File: src/smram_decode_pkg.sv
// package for the system management memory decode block: register offsets,
// field positions, reset values and decode windows.
// assumes 8-bit configuration registers reached by byte offset.
package smram_decode_pkg;
  localparam logic [7:0] EXT_SMRAM_CONTROL_OFS = 8'h62;
  localparam logic [7:0] EXT_SMM_TOP_OFS = 8'h63;
  // control register field positions
  localparam int HIGH_EN_BIT = 7;
  localparam int MONO_BIT = 6;
  localparam int GLOBAL_EN_BIT = 3;
  localparam int SIZE_LSB = 1;
  localparam int SEG_EN_BIT = 0;
  // reset values
  localparam logic [7:0] CONTROL_RESET = 8'h00;
  localparam logic [3:0] SEG_TOP_RESET = 4'h1;
  localparam logic MONO_VALUE = 1'b0;
  // address windows
  localparam logic [39:0] HIGH_BASE = 40'h00_feda_0000;
  localparam logic [39:0] HIGH_LAST = 40'h00_fedb_ffff;
  localparam logic [39:0] COMPAT_BASE = 40'h00_000a_0000;
  localparam logic [39:0] COMPAT_LAST = 40'h00_000b_ffff;
  localparam logic [39:0] HIGH_TO_LOW_OFS = 40'h00_fed0_0000;
  // segment size encodings as byte counts
  localparam logic [31:0] SEG_SIZE_00 = 32'h0008_0000;
  localparam logic [31:0] SEG_SIZE_01 = 32'h0010_0000;
  localparam logic [31:0] SEG_SIZE_10 = 32'h0020_0000;
  localparam logic [31:0] SEG_SIZE_11 = 32'h0040_0000;
  typedef enum logic [1:0] {ROUTE_DRAM, ROUTE_LINK} route_e;
endpackage

File: src/smram_decode_control.sv
// system management memory decode control: extended control and segment
// top registers, and routing of processor requests to dram or the link.
// assumes byte-wide config access by offset and single-cycle request strobes.
// Notes on behaviour
// - high window enabled only when global and high enable are both one
// - smm high window requests feda0000-fedbffff go to dram a0000-bffff
// - mono adapter bit six reads zero, read only, no decode effect
// - global enable exposes 128 KB at a0000 to smm requests
// - high window and top segment work only with global enable set
// - lock freezes high, global, size, segment enable and top fields
// - segment range accessible only to smm-flagged processor requests
// - non-smm requests into enabled segment go to the downstream link
// - segment mapped only when global and segment enable both set
// - four-bit top gives address bits 31:28; upper bits read zero
// - segment hit needs bits 39:32 zero and bottom <= addr < top
// - segment top resets to 1h
// - lock set by smm_space_lock_set_i pulse, cleared only by full reset
`timescale 1ns/1ps
module smram_decode_control (
  input wire logic ref_clk_i,
  input wire logic rst_n_i,
  input wire logic cfg_wr_i,
  input wire logic cfg_rd_i,
  input wire logic [7:0] cfg_addr_i,
  input wire logic [7:0] cfg_wdata_i,
  output logic [7:0] cfg_rdata_o,
  input wire logic smm_space_lock_set_i,
  output logic smm_space_lock_o,
  input wire logic request_strobe_i,
  input wire logic [39:0] req_addr_i,
  input wire logic smm_request_flag_i,
  output logic resp_valid_o,
  output logic resp_to_link_o,
  output logic [39:0] resp_addr_o,
  output logic resp_smm_hit_o
);
  logic high_smram_enable_r;
  logic global_smram_enable_r;
  logic [1:0] top_segment_size_r;
  logic seg_enable_r;
  logic [3:0] protected_segment_top_r;
  logic smm_space_lock_r;
  logic wr_ctrl;
  logic wr_top;
  logic in_seg;
  logic high_on;
  logic seg_on;
  logic in_high;
  logic in_compat;
  logic to_link;
  logic smm_hit;
  logic [39:0] fwd_addr;

  assign wr_ctrl = cfg_wr_i && (cfg_addr_i == smram_decode_pkg::EXT_SMRAM_CONTROL_OFS);
  assign wr_top = cfg_wr_i && (cfg_addr_i == smram_decode_pkg::EXT_SMM_TOP_OFS);

  // lock: set by the smm_space_lock_set_i pulse, cleared only by reset
  always_ff @(posedge ref_clk_i) begin
    if (!rst_n_i) begin
      smm_space_lock_r <= 1'b0;
    end else if (smm_space_lock_set_i) begin
      smm_space_lock_r <= 1'b1;
    end
  end
  assign smm_space_lock_o = smm_space_lock_r;

  // control register fields, frozen once locked
  always_ff @(posedge ref_clk_i) begin
    if (!rst_n_i) begin
      high_smram_enable_r <= smram_decode_pkg::CONTROL_RESET[smram_decode_pkg::HIGH_EN_BIT];
      global_smram_enable_r <= smram_decode_pkg::CONTROL_RESET[smram_decode_pkg::GLOBAL_EN_BIT];
      top_segment_size_r <=
        smram_decode_pkg::CONTROL_RESET[smram_decode_pkg::SIZE_LSB +: 2];
      seg_enable_r <= smram_decode_pkg::CONTROL_RESET[smram_decode_pkg::SEG_EN_BIT];
    end else if (wr_ctrl && !smm_space_lock_r) begin
      high_smram_enable_r <= cfg_wdata_i[smram_decode_pkg::HIGH_EN_BIT];
      global_smram_enable_r <= cfg_wdata_i[smram_decode_pkg::GLOBAL_EN_BIT];
      top_segment_size_r <= cfg_wdata_i[smram_decode_pkg::SIZE_LSB +: 2];
      seg_enable_r <= cfg_wdata_i[smram_decode_pkg::SEG_EN_BIT];
    end
  end

  // segment top field, frozen once locked
  always_ff @(posedge ref_clk_i) begin
    if (!rst_n_i) begin
      protected_segment_top_r <= smram_decode_pkg::SEG_TOP_RESET;
    end else if (wr_top && !smm_space_lock_r) begin
      protected_segment_top_r <= cfg_wdata_i[3:0];
    end
  end

  // read data register; mono bit fixed, reserved bits zero
  always_ff @(posedge ref_clk_i) begin
    if (!rst_n_i) begin
      cfg_rdata_o <= 8'h00;
    end else if (cfg_rd_i) begin
      case (cfg_addr_i)
        smram_decode_pkg::EXT_SMRAM_CONTROL_OFS: begin
          cfg_rdata_o <= {high_smram_enable_r, smram_decode_pkg::MONO_VALUE, 2'b00,
            global_smram_enable_r, top_segment_size_r, seg_enable_r};
        end
        smram_decode_pkg::EXT_SMM_TOP_OFS: begin
          cfg_rdata_o <= {4'h0, protected_segment_top_r};
        end
        default: begin
          cfg_rdata_o <= 8'h00;
        end
      endcase
    end
  end

  smram_seg_decode i_smram_seg_decode (
    .addr_i(req_addr_i),
    .seg_top_i(protected_segment_top_r),
    .seg_size_i(top_segment_size_r),
    .in_seg_o(in_seg)
  );

  // request decode
  always_comb begin
    high_on = global_smram_enable_r && high_smram_enable_r;
    seg_on = global_smram_enable_r && seg_enable_r;
    in_high = (req_addr_i >= smram_decode_pkg::HIGH_BASE)
      && (req_addr_i <= smram_decode_pkg::HIGH_LAST);
    in_compat = (req_addr_i >= smram_decode_pkg::COMPAT_BASE)
      && (req_addr_i <= smram_decode_pkg::COMPAT_LAST);
    to_link = 1'b1;
    smm_hit = 1'b0;
    fwd_addr = req_addr_i;
    if (seg_on && in_seg) begin
      to_link = !smm_request_flag_i;
      smm_hit = smm_request_flag_i;
    end else if (high_on && in_high && smm_request_flag_i) begin
      to_link = 1'b0;
      smm_hit = 1'b1;
      fwd_addr = req_addr_i - smram_decode_pkg::HIGH_TO_LOW_OFS;
    end else if (global_smram_enable_r && in_compat && smm_request_flag_i) begin
      to_link = 1'b0;
      smm_hit = 1'b1;
    end else if (in_high || in_compat) begin
      // ungranted window access goes to the link; a disabled segment stays dram
      to_link = 1'b1;
    end else begin
      to_link = 1'b0; // ordinary dram, outside protected windows
    end
  end

  // registered routing answer, one cycle after the strobe
  always_ff @(posedge ref_clk_i) begin
    if (!rst_n_i) begin
      resp_valid_o <= 1'b0;
      resp_to_link_o <= 1'b0;
      resp_addr_o <= 40'h00_0000_0000;
      resp_smm_hit_o <= 1'b0;
    end else begin
      resp_valid_o <= request_strobe_i;
      if (request_strobe_i) begin
        resp_to_link_o <= to_link;
        resp_addr_o <= fwd_addr;
        resp_smm_hit_o <= smm_hit;
      end
    end
  end
endmodule

File: src/smram_seg_decode.sv
// protected top segment range check for one request address.
// assumes a purely combinational path; caller registers results.
`timescale 1ns/1ps
module smram_seg_decode (
  input wire logic [39:0] addr_i,
  input wire logic [3:0] seg_top_i,
  input wire logic [1:0] seg_size_i,
  output logic in_seg_o
);
  // byte count of the segment for a size code
  function automatic logic [31:0] seg_bytes(input logic [1:0] code);
    case (code)
      2'b00: seg_bytes = smram_decode_pkg::SEG_SIZE_00;
      2'b01: seg_bytes = smram_decode_pkg::SEG_SIZE_01;
      2'b10: seg_bytes = smram_decode_pkg::SEG_SIZE_10;
      default: seg_bytes = smram_decode_pkg::SEG_SIZE_11;
    endcase
  endfunction
  logic [32:0] top;
  logic [32:0] bottom;
  // top sits on a 256 MB boundary; bottom is top minus the size
  always_comb begin
    top = {1'b0, seg_top_i, 28'h000_0000};
    bottom = top - {1'b0, seg_bytes(seg_size_i)};
    in_seg_o = (addr_i[39:32] == 8'h00) && ({1'b0, addr_i[31:0]} >= bottom)
      && ({1'b0, addr_i[31:0]} < top);
  end
endmodule
File: config.mk
export PLATFORM = sky130hd
export DESIGN_NAME = smram_decode_control
export DESIGN_NICKNAME = d
export VERILOG_FILES = /design/src/smram_decode_pkg.sv /design/src/smram_decode_control.sv /design/src/smram_seg_decode.sv
export SDC_FILE = /design/constraint.sdc
export NUM_CORES = 1
export LEC_CHECK = 0
export ABC_AREA = 0
export BUFFER_PORTS_ARGS = -buffer_cell sky130_fd_sc_hd__buf_2
export CORE_MARGIN = 2
export CORE_UTILIZATION = 54
export CTS_CLUSTER_SIZE = 14
export DETAILED_ROUTE_END_ITERATION = 7
export HOLD_SLACK_MARGIN = 0.1
export PLACE_DENSITY = 0.86
export SLEW_MARGIN = 20
export SYNTH_ARGS = -nofsm -noshare
export SYNTH_HDL_FRONTEND = slang
export SYNTH_SLANG_ARGS = --single-unit
File: constraint.sdc
create_clock -name ref_clk_i -period 4.9 [get_ports ref_clk_i]
set_input_delay 0.49 -clock ref_clk_i [delete_from_list [all_inputs] [get_ports ref_clk_i]]
set_output_delay 0.49 -clock ref_clk_i [all_outputs]
set_load 0.005 [all_outputs]
==> results <==
- The run finished with clean final reports.
- The cts-stage hold buffer count is 0.
- The number of buffers between clock root and the deepest sink is 2.
- Summing all multi-input logic gate instances after layout gives 1930 um^2.
- The post-CTS setup repair buffer count is 0.
- In this design, the largest share of critical-path delay is due to simple AND/OR/NAND/NOR gates.
- IR analysis of the VDD net gives a maximum drop of 0.000195 V.
- After detailed routing, the wire length on met1 is 3350 um.
- Across the run, the number of max-cap violations was 0.
- The via count of the first global-routing pass is 2770.
- For this design the top-level I/O count stands at 115.
- The horizontal extent of the die is 81.1 um.
- The transition time at the pin with the least slew margin is 0.927 ns.
- The total power per unit cell area is 259 nW/um^2.
- The count of distinct cell types in the synthesized netlist is 56.
- The number of clock buffers added by TritonCTS is 9.
- The post-cts resize count is 0.
- The analysis attributes to cell leakage a power of 1.85 nW.
- Once the floorplan was initialized, standard cells occupied 54.9% of the core.
- Clock skew on the completed layout was measured at 0.00594 ns.
- The minimum hold slack is 0.339 ns.
- The buffer type at the clock tree root is clkbuf_8.
- The floorplan step set the die height to 81.1 um.
- The first global-routing pass estimated 12800 um of wire.
- The clock latency of the later-clocked register in the worst-skew pair is 0.34 ns.
- The clock net sink count is 58.
- The number of port buffers is 108.
- After the first detailed-routing iteration, the DRC count stood at 174.
- The total design power is 1.03 mW.
- The total area inside the core boundary comes to 5850 um^2.
- The clock tree synthesis step divided the H-tree into 3 levels.
- By instance count, the cell type seen most on the critical path is ha_1.
- The floorplan step defined a die boundary enclosing 6580 um^2.
- Adding up every negative setup slack in the final design gives 0 ns.
- The leftover overflow at the end of global routing is 0.
- The required time of the critical path is 5.18 ns.
- The portion of the post-synthesis area used by sequential elements is 36.1%.
- The fill cell instance count of the final layout is 495.
- The number of diodes added for antenna fixing is 0.
- The maximum fanout along the worst path is 7.
- The area growth from synthesis to layout is 23.3%.
- The share of the cycle needed by the critical path after routing is 69.9%.
- Counting flops with a built-in enable in the synthesized netlist gives 0.
- The min-delay analysis places its worst path in the category in -> reg.
- Clock-pin slew was measured on the worst setup and hold paths at 0.07 ns.
- The type of element launching the critical path is a flip-flop.
- The weighted congestion at the end of routability-driven global placement is 0.957.
- The setup violation total in the final timing report is 0.
- The share of synthesized flip-flops with an asynchronous set or reset is 0%.
- After synthesis the netlist holds a flip-flop and latch count of 58.
- The routed wire length on met3 is 571 um.
- The post-detailed-placement half-perimeter wirelength is 6240 um.
- The detail route stage leaves a number of antenna-violating nets equal to 0.
- The number of antenna violations at the first check in global routing is 0.
- Summing every instance area after synthesis gives 3210 um^2.
- In the final layout, the share of cells above drive strength 1 is 30.8%.
- The detail-routed via count per cell is 5.73.
- In this design, the stage delay of the slowest critical-path cell is 0.49 ns.
- The count of standard-cell rows is 28.
- The arrival time reported for the critical path endpoint is 3.71 ns.
- For this run, the top clock speed supported by timing is 292 MHz.
- Yosys printed 0 warnings.
- Headroom to the max-slew limit came out at 38.2%.
- Setup repair after global routing left no endpoint under its margin.
- For this run, the leading register cell type out of synthesis is dfxtp_1.
- In the final layout, flip-flops and latches occupy 1160 um^2.
- The total routed wirelength is 8110 um.
- The pre-antenna-repair detailed-routing pass consisted of 4 iterations.
- The detailed router placed 2959 vias in this run.
- The buffers plus inverters on the worst setup path is 0.
- At the end of the flow, the number of nets in the layout was 520.
- In the detailed route, the total length drawn on met2 is 4000 um.
- In this run, placement finished with an instance count of 500.
- The clock period minus worst slack is 3.42 ns.
- Synthesis produced a netlist whose cell count is 329.
- The number of remaining DRC errors is 0.
- The largest net degree at the start of global routing is 48.
- The number of slew-limit violations in the final report is 0.
- Walking the worst path, the cells encountered are or2_2 > ha_1 > nor2b_1 > nor4_1 > xnor2_1 > ha_1 > and3_1 > nand4_1 > o31a_1 > or3_1 > a41oi_1 > a22o_1.
- The global router's overall resource usage is 25.6%.
- The wire length per cell after detailed routing is 15.7 um.
- The kind of end point of the critical path is a flip-flop.
- The highest metal layer carrying signal wires in the routed design is met4.
- The synthesized area per cell is 9.77 um^2.
- TritonCTS built the clock tree.
- The class of the most critical setup path is reg -> reg.
- The worst-path cell with the longest stage delay is a41oi_1.
- The number of hold violations in the final report was 0.
- After the flow finishes, the layout carries non-filler instances totaling 516.
-- registers in the layout, summed over array words and instances (netlist names) --
| signal | flops |
|---|---|
| resp_addr_o | 40 |
| cfg_rdata_o | 5 |
| protected_segment_top_r | 4 |
| top_segment_size_r | 2 |
| global_smram_enable_r | 1 |
| high_smram_enable_r | 1 |
| resp_smm_hit_o | 1 |
| resp_to_link_o | 1 |
| resp_valid_o | 1 |
| seg_enable_r | 1 |
| smm_space_lock_o | 1 |
-- placed cells by master (no fill, tap or decap), types with 9 or more instances in the layout --
cell,n
nand2_1,15
o221a_1,9
mux2i_1,29
nor2b_1,33
clkbuf_8,10
buf_2,108
a22o_1,9
nand4_1,9
dfxtp_1,58
inv_1,15
ha_1,21
-- power by group --
part           internal, mW  switching [mW]  leakage (nW)
sequential            0.493          0.0107         0.476
clock                 0.195           0.180        0.0872
combinational        0.0714          0.0753          1.29
total                 0.759           0.266          1.85
-- synthesized netlist by cell type (all sizes together), types with 9 or more instances --
cell type	number	share of area [%]
a22o	9	2.5
inv	15	1.8
nand4	9	1.8
clkbuf	12	1.4
dfxtp	58	36
o221a	9	3.2
mux2i	29	9.0
nor2b	33	6.4
ha	21	8.2
nand2	15	1.8
-- through the flow --
step	utilization [%]	instance area, um^2	setup slack (ns)
5_1_grt	67.7	3960	1.33
6_report	67.7	3960	1.48
3_5_place_dp	64.9	3800	1.54
3_3_place_gp	64.9	3800	1.57
4_1_cts	67.7	3960	1.51
2_1_floorplan	-	3220	1.79
-- kinds of logic after synthesis --
group	after synthesis	synth area share, %
and+or+nand+nor	116	22.2
muxes	33	10.4
xor gates and xnor gates	2	0.545
buffers and inverters	32	4.09
other	1	0.117
adders and majority gates	21	8.18
AOI/OAI and AO/OA	66	18.3
DFF	58	36.1
-- metal layers --
metal	vias to the layer above	track usage (%)
li1	1438	-
met1	1378	30.3
met2	124	42.6
met3	19	5.33
met4	0	15.1
met5	-	0
-- final timing paths --
| check | slack, ns | startpoint | end | depth (start not counted) |
|---|---|---|---|---|
| min | 0.34 | smm_space_lock_set_i | smm_space_lock_o | 2 |
| min reg2reg | 0.45 | resp_to_link_o | resp_to_link_o | 2 |
| max reg2reg | 1.48 | top_segment_size_r[1] | resp_addr_o[27] | 12 |
| max | 1.48 | top_segment_size_r[1] | resp_addr_o[27] | 12 |
-- layout make-up --
| cell class | count | share of cell area, % |
|---|---|---|
| clock buffers | 13 | 3.76 |
| clock inverters | 3 | 0.379 |
| inverters | 15 | 1.42 |
| multi-input cells | 242 | 48.8 |
| flip-flops and latches | 58 | 29.3 |
| well taps | 75 | 2.37 |
| repair buffers | 110 | 14.0 |
-- worst register-to-register path: stages (launching register included) --
cell	delay, ns
dfxtp_1	0.36
or2_2	0.30
ha_1	0.19
nor2b_1	0.16
nor4_1	0.24
xnor2_1	0.11
ha_1	0.29
and3_1	0.20
nand4_1	0.11
o31a_1	0.28
or3_1	0.39
a41oi_1	0.49
a22o_1	0.23
Note: power is estimated with default switching activity, not from simulation.
